$ cat src/design/ext_bus_defs.svh
// Purpose: Timing counts and reset values for the bus cycle extension and hold logic
// Assumes: One system clock, MCLK at 100 MHz
// Notes:   Included by the package and by the design modules
`ifndef EXT_BUS_DEFS_SVH
`define EXT_BUS_DEFS_SVH

// Clock period in ns
`define EB_MCLK_PERIOD_NS      10
// Width of the mandatory wait phase counter
`define EB_WAIT_CNT_W          2
// Cycles in the address phase (address latch strobe high)
`define EB_ADDR_CYCLES         2'h1
// Extra wait-controlled cycles before an asynchronous sample is used
`define EB_ASYNC_EXTRA_WAITS   1'h1
// Reset value of the wait counter
`define EB_WAIT_CNT_RST        2'h0
// Reset level of a low-active control strobe
`define EB_STROBE_RST          1'h1
// Reset level of the address latch strobe
`define EB_ALE_RST             1'h0

`endif

$ cat src/design/ext_bus_pkg.sv
// Purpose: Types shared by the bus cycle extension and hold logic
// Assumes: ext_bus_defs.svh gives the numeric constants
// Notes:   States use Gray codes from IDLE through DONE, RELEASE, HELD and REGAIN
`include "ext_bus_defs.svh"

package ext_bus_pkg;

    // Controller states, Gray coded along the cycle and hold path
    typedef enum logic [2:0] {
        ST_IDLE    = 3'h0,
        ST_ADDR    = 3'h1,
        ST_CMD     = 3'h3,
        ST_RDY     = 3'h2,
        ST_DONE    = 3'h6,
        ST_RELEASE = 3'h7,
        ST_HELD    = 3'h5,
        ST_REGAIN  = 3'h4
    } bus_state_e;

    // Bus control strobes and their common output enable
    typedef struct packed {
        logic ale;     // Address latch strobe, high active
        logic rd_n;    // Read strobe
        logic wr_n;    // Write strobe
        logic oe_n;    // Low while the strobes are driven
    } bus_ctrl_s;

    // Static configuration of the wait logic and arbitration
    typedef struct packed {
        logic                              ready_active_high; // Polarity of the wait input
        logic                              ready_async;       // Extra synchroniser on the wait input
        logic                              arb_enable;        // Arbitration pins in use
        logic [`EB_WAIT_CNT_W-1:0]         mandatory_waits;   // Mandatory wait phase length
    } bus_cfg_s;

endpackage

$ cat src/design/ext_bus_ready_hold.sv
// Purpose: External bus cycle extension by the wait input and hold arbitration
// Assumes: Wait input in synchronous mode changes with the bus reference clock (MCLK)
// Notes:   Access request is a level held until the done pulse
`timescale 1ns/10ps
`include "ext_bus_defs.svh"

module ext_bus_ready_hold
    import ext_bus_pkg::*;
(
    input  wire logic      MCLK,
    input  wire logic      SYS_RST,
    input  wire bus_cfg_s  CFG,
    input  wire logic      ACC_REQ,
    input  wire logic      ACC_WRITE,
    input  wire logic      READY_PIN,
    input  wire logic      HOLD_N_PIN,
    output logic           ACC_DONE,
    output bus_ctrl_s      BUS_CTRL,
    output logic           BUS_HOLD_GRANT_N,
    output logic           BUS_REGAIN_REQUEST_N
);

    bus_state_e                 state_q;      // Controller state
    bus_state_e                 state_d;      // Next state
    logic [`EB_WAIT_CNT_W-1:0]  wcnt_q;       // Mandatory wait counter
    logic [`EB_WAIT_CNT_W-1:0]  wcnt_d;       // Next wait counter
    logic                       extra_q;      // Asynchronous extra wait pending
    logic                       extra_d;      // Next extra wait flag
    logic                       write_q;      // Direction of the running cycle
    logic                       ready_sync_q; // Single sample for synchronous mode
    logic                       ready_async;  // Filtered asynchronous sample
    logic                       hold_n_lvl;   // Filtered hold request pin
    logic                       ready_raw;    // Sample chosen by mode
    logic                       ready_ok;     // Ready after polarity
    logic                       hold_req;     // Hold request honoured
    logic                       sample_now;   // Sample point reached
    logic                       cmd_end;      // Mandatory waits over
    bus_ctrl_s                  ctrl_q;       // Strobes register
    bus_ctrl_s                  ctrl_d;       // Next strobes
    logic                       done_q;       // Done pulse register
    logic                       grant_n_q;    // Hold grant register
    logic                       bus_regain_request_n_n_q;     // Bus request register
    logic                       bus_regain_request_n_n_d;     // Next bus request
    logic                       write_dir;    // Direction for the next cycle

    // Extra three-stage synchroniser for asynchronous wait input
    pin_sync3 u_ready_sync (
        .clk       (MCLK),
        .rst       (SYS_RST),
        .rst_level (1'h0),
        .pin       (READY_PIN),
        .level     (ready_async)
    );

    // Hold request pin synchroniser
    pin_sync3 u_hold_sync (
        .clk       (MCLK),
        .rst       (SYS_RST),
        .rst_level (1'h1),
        .pin       (HOLD_N_PIN),
        .level     (hold_n_lvl)
    );

    // Mode selects single-flop or synchronised sample; polarity applied after
    assign ready_raw  = CFG.ready_async ? ready_async : ready_sync_q;
    assign ready_ok   = ready_raw ~^ CFG.ready_active_high;
    // Hold honoured only with arbitration pins enabled
    assign hold_req   = CFG.arb_enable & ~hold_n_lvl;
    // Asynchronous mode spends one wait before the first valid sample
    assign sample_now = (state_q == ST_RDY) & ~extra_q;
    assign cmd_end    = (wcnt_q == `EB_WAIT_CNT_RST);

    // Next state
    always_comb begin
        state_d = state_q;
        case (state_q)
            ST_IDLE: begin
                // Hold is granted only between cycles
                if (hold_req) begin
                    state_d = ST_RELEASE;
                end else if (ACC_REQ) begin
                    state_d = ST_ADDR;
                end
            end
            ST_ADDR: begin
                state_d = ST_CMD;
            end
            ST_CMD: begin
                // Mandatory waits run out before the wait input is used
                if (cmd_end) begin
                    state_d = ST_RDY;
                end
            end
            ST_RDY: begin
                // Ready ends the cycle, otherwise stay one more wait
                if (sample_now && ready_ok) begin
                    state_d = ST_DONE;
                end else begin
                    state_d = ST_RDY;
                end
            end
            ST_DONE: begin
                // Strobe rises here; finished cycle may now yield the bus
                state_d = hold_req ? ST_RELEASE : ST_IDLE;
            end
            ST_RELEASE: begin
                state_d = ST_HELD;
            end
            ST_HELD: begin
                // Only hold deassertion starts the regain
                if (!hold_req) begin
                    state_d = ST_REGAIN;
                end
            end
            ST_REGAIN: begin
                state_d = ST_IDLE;
            end
            default: begin
                state_d = ST_IDLE;
            end
        endcase
    end

    // Wait counter loads the programmed phase on the address phase
    assign wcnt_d  = (state_q == ST_ADDR) ? CFG.mandatory_waits :
                     (state_q == ST_CMD && !cmd_end) ? wcnt_q - 2'h1 : wcnt_q;
    // Extra asynchronous wait armed on each entry to the wait-controlled phase
    assign extra_d = (state_q == ST_CMD) ? (CFG.ready_async & `EB_ASYNC_EXTRA_WAITS) : 1'h0;

    // Strobes: address phase raises ALE, command phases pull the strobe low
    assign ctrl_d.ale  = (state_d == ST_ADDR);
    assign ctrl_d.rd_n = ~((state_d == ST_CMD || state_d == ST_RDY) && !write_dir);
    assign ctrl_d.wr_n = ~((state_d == ST_CMD || state_d == ST_RDY) && write_dir);
    // Strobes float only while held; release and regain drive them inactive
    assign ctrl_d.oe_n = (state_d == ST_HELD);

    // Bus request while held and an access waits; withdrawn on regain
    assign bus_regain_request_n_n_d = ~((state_d == ST_HELD) && ACC_REQ);

    // Direction for the next cycle: latched at its start, a named wire keeps sensitivity complete
    assign write_dir = (state_q == ST_IDLE) ? ACC_WRITE : write_q;

    // State and counters
    always_ff @(posedge MCLK) begin
        if (SYS_RST) begin
            state_q <= ST_IDLE;
            wcnt_q  <= `EB_WAIT_CNT_RST;
            extra_q <= 1'h0;
            write_q <= 1'h0;
        end else begin
            state_q <= state_d;
            wcnt_q  <= wcnt_d;
            extra_q <= extra_d;
            write_q <= write_dir;
        end
    end

    // Synchronous mode sample: one flop, shortest cycle
    always_ff @(posedge MCLK) begin
        if (SYS_RST) begin
            ready_sync_q <= 1'h0;
        end else begin
            ready_sync_q <= READY_PIN;
        end
    end

    // Output registers
    always_ff @(posedge MCLK) begin
        if (SYS_RST) begin
            ctrl_q    <= '{ale: `EB_ALE_RST, rd_n: `EB_STROBE_RST, wr_n: `EB_STROBE_RST, oe_n: 1'h0};
            done_q    <= 1'h0;
            grant_n_q <= 1'h1;
            bus_regain_request_n_n_q  <= 1'h1;
        end else begin
            ctrl_q    <= ctrl_d;
            done_q    <= (state_d == ST_DONE);
            grant_n_q <= ~(state_d == ST_HELD);
            bus_regain_request_n_n_q  <= bus_regain_request_n_n_d;
        end
    end

    assign BUS_CTRL             = ctrl_q;
    assign ACC_DONE             = done_q;
    assign BUS_HOLD_GRANT_N     = grant_n_q;
    assign BUS_REGAIN_REQUEST_N = bus_regain_request_n_n_q;

endmodule

$ cat src/design/pin_sync3.sv
// Purpose: Three-stage synchroniser for one pin input with agreement filter
// Assumes: The pin is asynchronous to MCLK
// Notes:   Output changes only when stages two and three agree
`timescale 1ns/10ps
`include "ext_bus_defs.svh"

module pin_sync3 (
    input  wire logic clk,
    input  wire logic rst,
    input  wire logic rst_level,
    input  wire logic pin,
    output logic      level
);

    logic s1_q;    // First stage, read only by the second
    logic s2_q;    // Second stage
    logic s3_q;    // Third stage
    logic lvl_q;   // Filtered level
    logic lvl_d;   // Next filtered level

    // Take the new level only when the last two stages agree
    assign lvl_d = (s2_q == s3_q) ? s3_q : lvl_q;
    assign level = lvl_q;

    // Shift chain; reset loads the idle level given by the caller
    always_ff @(posedge clk) begin
        if (rst) begin
            // Idle level avoids a false request right after reset
            s1_q  <= rst_level;
            s2_q  <= rst_level;
            s3_q  <= rst_level;
            lvl_q <= rst_level;
        end else begin
            s1_q  <= pin;
            s2_q  <= s1_q;
            s3_q  <= s2_q;
            lvl_q <= lvl_d;
        end
    end

endmodule

$ cat config.mk
export PLATFORM = sky130hd
export DESIGN_NAME = ext_bus_ready_hold
export DESIGN_NICKNAME = d
export VERILOG_FILES = /design/src/design/ext_bus_pkg.sv /design/src/design/ext_bus_ready_hold.sv /design/src/design/pin_sync3.sv
export VERILOG_INCLUDE_DIRS = /design/src /design/src/design
export SDC_FILE = /design/constraint.sdc
export NUM_CORES = 1
export LEC_CHECK = 0
export BUFFER_PORTS_ARGS = -buffer_cell sky130_fd_sc_hd__buf_4
export CORE_AREA = 2 2 43 45
export DETAILED_ROUTE_END_ITERATION = 16
export DIE_AREA = 0 0 45 47
export PLACE_DENSITY = 0.89
export SLEW_MARGIN = 25
export SYNTH_ARGS = -nofsm -noshare
export SYNTH_HDL_FRONTEND = slang
export SYNTH_SLANG_ARGS = --single-unit
$ cat constraint.sdc
create_clock -name MCLK -period 3.18 [get_ports MCLK]
set_input_delay 0.477 -clock MCLK [delete_from_list [all_inputs] [get_ports MCLK]]
set_output_delay 0.477 -clock MCLK [all_outputs]
set_load 0.05 [all_outputs]
==> results of run 1 <==
## cell type report
cell class | count | area share [%]
Multi-Input combinational cell | 58 | 36.7
Tap cell | 17 | 2.09
Sequential cell | 22 | 43.2
Inverter | 5 | 1.84
Clock buffer | 4 | 3.56
Timing Repair Buffer | 17 | 12.5
## synth_stat cells, types with 2 or more instances
cell       n  area share [%]
a21oi_1    8             4.7
buf_4      2             1.7
clkbuf_1   2            0.87
dfxtp_1   22              51
inv_1      5             2.2
mux2i_1    2             2.3
nand2_1    7             3.1
nand2b_1   3             2.2
nor2_1     7             3.1
nor2b_1    4             2.9
nor3_1     2             1.2
nor3_2     2             2.3
nor3b_1    3             2.6
o21a_1     2             1.7
o21ai_0    2             1.2
or2_2      3             2.2
## power groups by stage
stage | logic [mW] | registers, mW | clock network (mW)
2_1_floorplan | 0.0735 | 0.321 | 0
3_3_place_gp | 0.0986 | 0.316 | 0
3_5_place_dp | 0.102 | 0.317 | 0
4_1_cts | 0.103 | 0.311 | 0.152
5_1_grt | 0.115 | 0.314 | 0.159
6_report | 0.103 | 0.312 | 0.147
## metal layers
layer / up-vias / GRT usage (%) / part of all wire (%)
li1: 336 / - / -
met1: 306 / 20.4 / 43
met2: 19 / 29.7 / 51
met3: 2 / 2.31 / 5.8
met4: 0 / 7.06 / 0.67
met5: - / 0 / 0
## worst max-delay path, stage by stage, from the launching register on
cell and delay (ns):
dfxtp_1 0.58, or2b_1 0.32, nor3_2 0.17, a21oi_1 0.13, a2111oi_2 0.21
## worst max-delay path by stage
stage,end,slack (ns),cells past startpoint
2_1_floorplan,wcnt_q[1],1.84,6
6_report,ACC_DONE,1.68,4
3_5_place_dp,ACC_DONE,1.71,5
4_1_cts,ACC_DONE,1.69,4
3_3_place_gp,ACC_DONE,1.77,5
5_1_grt,ACC_DONE,1.56,4
## per-stage QoR
step	util (%)	cells	area [um2]	power, mW
finish	61.7	123	1020	0.562
CTS	61.7	123	1020	0.566
global placement	59.5	119	982	0.415
floorplan	-	90	861	0.394
detailed placement	59.5	119	982	0.419
global route	61.7	123	1020	0.588
## kinds of logic (layout without fill, tap and decap cells)
kind of cell / count (synthesis) / after routing / share of synthesized area [%]
multiplexers: 2 / 2 / 2.33
XOR/XNOR: 1 / 1 / 1.02
buffers and inverters: 10 / 26 / 5.38
AO/OA/AOI/OAI: 21 / 21 / 16.9
flip-flops: 22 / 22 / 51.2
AND/OR/NAND/NOR: 33 / 33 / 21.8
adder cells (fa/ha/maj): 1 / 1 / 1.45
==> results by group, run 1 <==
Clocking
  • Max clock buf depth: 2
  • Post_cts resized: 0
  • H-tree depth: 1
  • Total CTS buffers: 3
  • Post-CTS Hold Buffers: 0
  • Clock latency on the worst-skew pair: 0.30 ns
  • CTS tree: done
  • Clock sinks: 22
  • Clock root cell: clkbuf_4
  • Post-CTS setup buffers: 0
  • Clk slew on worst S/H paths: 0.12 ns

Timing
  • RSZ-0062 raised after global routing: false
  • Max Fclk: 0.666 GHz
  • Worst setup margin: 1.68 ns
  • Finish-stage setup viols: 0
  • Period minus WS final: 1.50 ns
  • Slew Viols, Final: 0
  • Clock Skew: 0.00586 ns
  • Slew at the pin closest to its max-slew limit: 0.417 ns
  • Final TNS setup: 0 ns
  • Hold WS: 0.338 ns
  • Final hold vios: 0
  • Rel. slew slack: 72.1%
  • Final worst path period share: 47.2%

Layout
  • Antenna cell count: 0
  • Max FFs per register: 4
  • Total Nets Final: 119
  • Filler instances: 150
  • Leading cell type in the layout, fill and taps excluded: dfxtp_1
  • Register Area: 440 um2
  • Share of layout cells above drive strength 1: 26.4%
  • Most frequent cells in the layout: 22 x dfxtp_1, 17 x buf_4, 8 x a21oi_1
  • Multi-input gate area: 374 um2
  • Layout overhead on the synthesized area: 18.3%

Logic synthesis
  • Synth cell types: 30
  • FFs w/ async S/R, synth: 0%
  • Syn Inst Count: 90
  • #FFs+latches synth: 22
  • Synthesized cell area: 861 um2
  • Seq/Total Area, Yosys: 51.2%
  • Post-synth EDFFs: 0
  • Top_reg_cell synth: dfxtp_1
  • Synth Net Count: 102
  • Syn avg cell area: 9.56 um2
  • Synth Warn #: 0

Power and ir drop
  • Switch Pwr: 0.155 mW
  • Sequential share of power: 55.5%
  • PwrDens: 551 nW/um2
  • Worst vdd ir: 0.327 mV
  • Logic gate share of total power: 18.3%
  • Switch share: 27.5%
  • Static leakage: 0.429 nW
  • Clk pwr share: 26.2%
  • Int Power: 0.407 mW

Worst setup path
  • Startpoint types: flop
  • Critical Path Source: state_q[1]
  • Critical path capture point type: flop
  • Worst R2R End: ACC_DONE
  • R2R cell count: 4
  • Worst setup path class: reg -> reg
  • Max FO, Critical Path: 12
  • Launching point of the worst reg2reg path: state_q[1]
  • Crit path arrival time: 1.71 ns
  • CP required: 3.39 ns
  • Flop2flop setup slack: 1.68 ns

Floorplan
  • Core area: 1650 um2
  • Num ports: 18
  • Die area: 2120 um2
  • Die H: 47 um
  • Initial Util: 52.1%
  • Die Width: 45 um
  • Rows: 15

GRT
  • Global router's overall resource usage: 16.7%
  • Vias in the first global route: 617
  • Initial antenna violation count: 0
  • Largest net degree at the start of global routing: 20
  • GRT Residual Overflow: 0
  • First-pass GRT wire length: 2.57 mm

Route
  • Via-per-instance ratio: 5.39
  • Drt wl/cell: 12.1 um
  • Total Routed Length: 1.49 mm
  • DR iter-0 viols: 11
  • Initial DRT Pass Iterations: 4
  • Via count: 663
  • Routed Antenna Nets: 0
  • Residual DRC: 0

Placement
  • Detail Placement HPWL: 1.07 mm
  • Number of I/O port buffers: 17
  • Pre-CTS setup slack: 1.71 ns
  • Global placement routability congestion: 0.711

Worst hold path
  • HP Class: in -> reg
  • WHS Path Cells: 2
  • Worst Hold Launch: ACC_REQ
  • Hold endpoint: BUS_REGAIN_REQUEST_N

Status
  • Outcome: complete, no violations

Flow run
  • Maximum capacitance violations: 0
Note: power is estimated with default switching activity, not from simulation.
==> inputs of run 2 (changes only) <==
CORE_AREA = 2 2 45 47   (was 2 2 43 45)
DIE_AREA = 0 0 47 49   (was 0 0 45 47)
PLACE_DENSITY = 0.83   (was 0.89)
clock period = 1.42 ns   (was 3.18 ns; I/O delays follow)
==> run 2 against run 1 <==
- hold slack worse by 0.27 ns
- setup slack lost 1.6 ns
- combinational power rose to 2.9 times the previous value
- final cell count increased by 14%
- flip-flop and latch count unchanged
- die area rose by 8.9%
- count of clock-buffer cells in the layout did not move
- maximum frequency grew 9.7%
==> results by group, run 2 (synthesized netlist as in run 1, its figures left out) <==
Route
  • Residual DRC: 0 (unchanged)
  • Initial DRT Pass Iterations: 4 (unchanged)
  • Via-per-instance ratio: 5.05 (was 5.39)
  • Via count: 707 (was 663)
  • DR iter-0 viols: 10 (was 11)
  • Drt wl/cell: 11.1 um (was 12.1 um)
  • Total Routed Length: 1.56 mm (was 1.49 mm)
  • Routed Antenna Nets: 0 (unchanged)

GRT
  • Global router's overall resource usage: 14.9% (was 16.7%)
  • Largest net degree at the start of global routing: 20 (unchanged)
  • Vias in the first global route: 663 (was 617)
  • First-pass GRT wire length: 2.57 mm (about the same)
  • Initial antenna violation count: 0 (unchanged)
  • GRT Residual Overflow: 0 (unchanged)

Timing
  • Rel. slew slack: 75.9% (was 72.1%)
  • Worst setup margin: 0.0526 ns (was 1.68 ns)
  • Finish-stage setup viols: 0 (unchanged)
  • Max Fclk: 0.731 GHz (was 0.666 GHz)
  • RSZ-0062 raised after global routing: false (unchanged)
  • Slew at the pin closest to its max-slew limit: 0.359 ns (was 0.417 ns)
  • Hold WS: 0.0690 ns (was 0.338 ns)
  • Period minus WS final: 1.37 ns (was 1.50 ns)
  • Final worst path period share: 96.3% (was 47.2%)
  • Final TNS setup: 0 ns (unchanged)
  • Slew Viols, Final: 0 (unchanged)
  • Final hold vios: 0 (unchanged)
  • Clock Skew: 0.00597 ns (was 0.00586 ns)

Worst setup path
  • Worst-path cell chain: inv_2, ha_4, and4bb_1, buf_4, a211o_1, a21oi_2 (was or2b_1, nor3_2, a21oi_1, a2111oi_2)
  • Critical path capture point type: flop (unchanged)
  • Crit-path slowest cell: dfxtp_2 (was dfxtp_1)
  • Crit path largest cell delay: 0.34 ns (was 0.58 ns)
  • Crit path arrival time: 1.60 ns (was 1.71 ns)
  • Worst setup path class: reg -> reg (unchanged)
  • WP buf/inv: 2 (was 0)
  • CP required: 1.65 ns (was 3.39 ns)
  • Crit-path leading delay family: compound AO/OA/AOI/OAI gates (was flip-flops)
  • Startpoint types: flop (unchanged)
  • Max FO, Critical Path: 2 (was 12)

Clocking
  • Max clock buf depth: 2 (unchanged)
  • H-tree depth: 1 (unchanged)
  • Clock sinks: 22 (unchanged)
  • CTS tree: done (unchanged)
  • Clock root cell: clkbuf_4 (unchanged)
  • Clk slew on worst S/H paths: 0.12 ns (about the same)
  • Clock latency on the worst-skew pair: 0.30 ns (about the same)
  • Total CTS buffers: 3 (unchanged)

Placement
  • Global placement routability congestion: 0.738 (was 0.711)
  • Pre-CTS setup slack: 0.0304 ns (was 1.71 ns)
  • Detail Placement HPWL: 1.10 mm (was 1.07 mm)
  • Number of I/O port buffers: 17 (unchanged)

Floorplan
  • Die H: 49 um (was 47 um)
  • Core area: 1840 um2 (was 1650 um2)
  • Rows: 16 (was 15)
  • Num ports: 18 (unchanged)
  • Initial Util: 46.7% (was 52.1%)
  • Die Width: 47 um (was 45 um)
  • Die area: 2300 um2 (was 2120 um2)

Status
  • Outcome: complete, no violations (unchanged)

Layout
  • Antenna cell count: 0 (unchanged)
  • Total Nets Final: 126 (was 119)
  • Max FFs per register: 4 (unchanged)
  • Most frequent cells in the layout: 24 x buf_4, 17 x dfxtp_1, 8 x a21oi_1 (was 22 x dfxtp_1, 17 x buf_4, 8 x a21oi_1)
  • Filler instances: 170 (was 150)
  • Layout overhead on the synthesized area: 30.1% (was 18.3%)
  • Leading cell type in the layout, fill and taps excluded: buf_4 (was dfxtp_1)
  • Share of layout cells above drive strength 1: 38.9% (was 26.4%)

Flow run
  • Maximum capacitance violations: 0 (unchanged)

Power and ir drop
  • Worst vdd ir: 0.821 mV (was 0.327 mV)
  • PwrDens: 1180 nW/um2 (was 551 nW/um2)
  • Static leakage: 0.471 nW (was 0.429 nW)

Worst hold path
  • HP Class: in -> reg (unchanged)
[run 2: changes by cell type in the layout (fill, tap and decap cells not counted), sizes merged]
cell,delta
buf,+7
[run 2: layer usage]
| metal | share of wire (%) | track usage (%) | vias up |
|---|---|---|---|
| li1 | - | - | 351 |
| met1 | 42 | 18.0 | 335 |
| met2 | 54 | 25.3 | 21 |
| met3 | 4.5 | 3.33 | 0 |
| met4 | 0 | 4.63 | 0 |
| met5 | 0 | 0 | - |
[run 2: what timing repair did]
action	CTS	global route
resized for setup	0	13
pin swaps	1	6
endpoints found under the setup margin	1	4
buffers inserted	0	2
gates cloned	0	0
hold buffers	0	0
hold endpoints to repair	0	0
[run 2: report_power, final]
part           switching, mW  internal (mW)  total, mW
registers             0.0401          0.658      0.698
clock network          0.174          0.156      0.331
logic                  0.152          0.143      0.295
total                  0.366          0.958       1.32
[run 2: through the flow]
step / power, mW / area [um2] / std cells / utilization (%)
3_3_place_gp: 0.963 / 1030 / 134 / 56.0
6_report: 1.32 / 1120 / 140 / 60.8
5_1_grt: 1.40 / 1120 / 140 / 60.8
2_1_floorplan: 0.883 / 861 / 90 / -
4_1_cts: 1.31 / 1070 / 138 / 58.0
3_5_place_dp: 0.974 / 1030 / 134 / 56.0
[run 2: area by class of cell]
| type | count | area, um2 | share of cell area (%) |
|---|---|---|---|
| timing repair buffer | 24 | 180 | 16.1 |
| tap | 27 | 33.8 | 3.02 |
| multi-input combinational | 58 | 399 | 35.6 |
| inverter | 5 | 18.8 | 1.68 |
| sequential | 22 | 452 | 40.3 |
| clock buffer | 4 | 36.3 | 3.24 |
[run 2: worst register-to-register path, cell delays in order (launching register included)]
cell and delay [ns]:
dfxtp_2 0.34, inv_2 0.08, ha_4 0.13, and4bb_1 0.22, buf_4 0.14, a211o_1 0.30, a21oi_2 0.11
[run 2: path summary, 6_finish.rpt]
check | slack (ns) | cells after the start | start | end
worst max-delay path | 0.05 | 6 | wcnt_q[0] | wcnt_q[1]
worst min-delay path | 0.07 | 2 | ACC_REQ | BUS_REGAIN_REQUEST_N
worst max register to register | 0.05 | 6 | wcnt_q[0] | wcnt_q[1]
worst min register to register | 0.42 | 1 | u_hold_sync.s1_q | u_hold_sync.s2_q
==> inputs of run 3 (changes only) <==
CORE_AREA = 2 2 47 49   (was 2 2 45 47)
DIE_AREA = 0 0 49 51   (was 0 0 47 49)
PLACE_DENSITY = 0.78   (was 0.83)
SLEW_MARGIN = 10   (was 25)
==> run 3 against run 2 <==
- clock skew about the same
- sequential power is 1% lower
- final area decreased by 4.6%
- non-clock buffer count decreased by 2
==> results by group, run 3 (synthesized netlist as in run 1, its figures left out) <==
Floorplan
  • Initial Util: 41.7% (was 46.7%)
  • Die area: 2500 um2 (was 2300 um2)
  • Num ports: 18 (unchanged)
  • Die Width: 49 um (was 47 um)
  • Core area: 2060 um2 (was 1840 um2)
  • Rows: 17 (was 16)
  • Die H: 51 um (was 49 um)

Layout
  • Util after Layout: 51.8% (was 60.8%)
  • Filler instances: 208 (was 170)
  • Total Nets Final: 124 (was 126)
  • Max FFs per register: 4 (unchanged)
  • Layout overhead on the synthesized area: 24.1% (was 30.1%)
  • Leading cell type in the layout, fill and taps excluded: buf_4 (unchanged)
  • Most frequent cells in the layout: 22 x buf_4, 18 x dfxtp_1, 8 x a21oi_1 (was 24 x buf_4, 17 x dfxtp_1, 8 x a21oi_1)
  • Share of layout cells above drive strength 1: 34.5% (was 38.9%)
  • Antenna cell count: 0 (unchanged)

Worst hold path
  • HP Class: in -> reg (unchanged)

Timing
  • Period minus WS final: 1.35 ns (was 1.37 ns)
  • Rel. slew slack: 75.7% (was 75.9%)
  • Final TNS setup: 0 ns (unchanged)
  • Max Fclk: 0.741 GHz (was 0.731 GHz)
  • Hold WS: 0.0810 ns (was 0.0690 ns)
  • RSZ-0062 raised after global routing: false (unchanged)
  • Slew Viols, Final: 0 (unchanged)
  • Finish-stage setup viols: 0 (unchanged)
  • Clock Skew: 0.00600 ns (was 0.00597 ns)
  • Final worst path period share: 95.0% (was 96.3%)
  • Final hold vios: 0 (unchanged)
  • Slew at the pin closest to its max-slew limit: 0.364 ns (was 0.359 ns)

Route
  • Via-per-instance ratio: 4.96 (was 5.05)
  • DR iter-0 viols: 5 (was 10)
  • Drt wl/cell: 11.0 um (was 11.1 um)
  • Initial DRT Pass Iterations: 4 (unchanged)
  • Residual DRC: 0 (unchanged)
  • Via count: 684 (was 707)
  • Total Routed Length: 1.52 mm (was 1.56 mm)
  • Routed Antenna Nets: 0 (unchanged)

Flow run
  • Maximum capacitance violations: 0 (unchanged)

Clocking
  • H-tree depth: 1 (unchanged)
  • Total CTS buffers: 3 (unchanged)
  • Clock root cell: clkbuf_4 (unchanged)
  • Post-CTS setup buffers: 0 (unchanged)
  • Clk slew on worst S/H paths: 0.11 ns (was 0.12 ns)
  • Post-CTS Hold Buffers: 0 (unchanged)
  • Post_cts resized: 0 (unchanged)
  • Clock sinks: 22 (unchanged)
  • CTS tree: done (unchanged)
  • Max clock buf depth: 2 (unchanged)
  • Clock latency on the worst-skew pair: 0.30 ns (about the same)

Status
  • Outcome: complete, no violations (unchanged)

GRT
  • Global router's overall resource usage: 12.9% (was 14.9%)
  • First-pass GRT wire length: 2.48 mm (was 2.57 mm)
  • Vias in the first global route: 653 (was 663)
  • GRT Residual Overflow: 0 (unchanged)
  • Largest net degree at the start of global routing: 20 (unchanged)
  • Initial antenna violation count: 0 (unchanged)

Placement
  • Global placement routability congestion: 0.727 (was 0.738)
  • Number of I/O port buffers: 17 (unchanged)
  • Detail Placement HPWL: 1.11 mm (was 1.10 mm)

Power and ir drop
  • PwrDens: 1160 nW/um2 (was 1180 nW/um2)
  • Worst vdd ir: 0.728 mV (was 0.821 mV)
  • Overall power: 1.24 mW (was 1.32 mW)
  • Static leakage: 0.448 nW (was 0.471 nW)

Worst setup path
  • Startpoint types: flop (unchanged)
  • Crit-path slowest cell: dfxtp_2 (unchanged)
  • Crit path arrival time: 1.59 ns (was 1.60 ns)
  • Worst-path cell chain: inv_1, ha_2, and4bb_1, nor2_1, a211o_1, a21oi_2 (was inv_2, ha_4, and4bb_1, buf_4, a211o_1, a21oi_2)
  • Critical path capture point type: flop (unchanged)
  • Worst setup path class: reg -> reg (unchanged)
  • CP required: 1.67 ns (was 1.65 ns)
  • Max FO, Critical Path: 2 (unchanged)
  • Crit path largest cell delay: 0.35 ns (was 0.34 ns)
-- run 3: changes by cell type in the layout (fill, tap and decap cells not counted), moves of 2 or more --
| cell | before | now |
|---|---|---|
| dfxtp_4 | 2 | 0 |
| inv_1 | 3 | 5 |
| inv_2 | 2 | 0 |
| buf_4 | 24 | 22 |
-- run 3: worst paths after layout --
check	slack, ns	startpoint	cells after the start	to
max	0.07	wcnt_q[0]	6	wcnt_q[1]
min	0.08	ACC_REQ	2	BUS_REGAIN_REQUEST_N
max reg2reg	0.07	wcnt_q[0]	6	wcnt_q[1]
min reg2reg	0.43	u_hold_sync.s1_q	1	u_hold_sync.s2_q
-- run 3: layer usage --
layer	share of wire, %	global-route usage [%]	vias to the layer above
met3	5.5	1.75	2
li1	-	-	347
met2	51	24.2	18
met5	0	0	-
met1	43	13.9	317
met4	0.59	7.14	0
-- run 3: worst max-delay path, delay by kind of cell, from the launching register on --
family / cells / cell delay [ns]
compound gates: 2 / 0.39
fa+ha+maj: 1 / 0.18
buf+inv: 1 / 0.05
flops: 1 / 0.35
simple gates: 2 / 0.32
-- run 3: through the flow --
stage          setup WS [ns]  cell area [um2]  instances
2_1_floorplan         0.0844              861         90
3_3_place_gp           0.107             1030        135
3_5_place_dp          0.0666             1030        135
4_1_cts               0.0467             1060        138
5_1_grt              0.00712             1070        138
6_report              0.0709             1070        138
-- run 3: area by class of cell --
class                           count  area (um2)  share of cell area, %
Sequential cell                    22         445                   41.7
Inverter                            5        18.8                   1.76
Multi-Input combinational cell     58         382                   35.7
Tap cell                           28        35.0                   3.28
Timing Repair Buffer               22         165                   15.5
Clock buffer                        3        22.5                   2.11
-- run 3: power by group --
part / switching (mW) / internal, mW / total [mW]
combinational: 0.148 / 0.131 / 0.279
sequential: 0.0332 / 0.658 / 0.691
clock: 0.174 / 0.0989 / 0.272
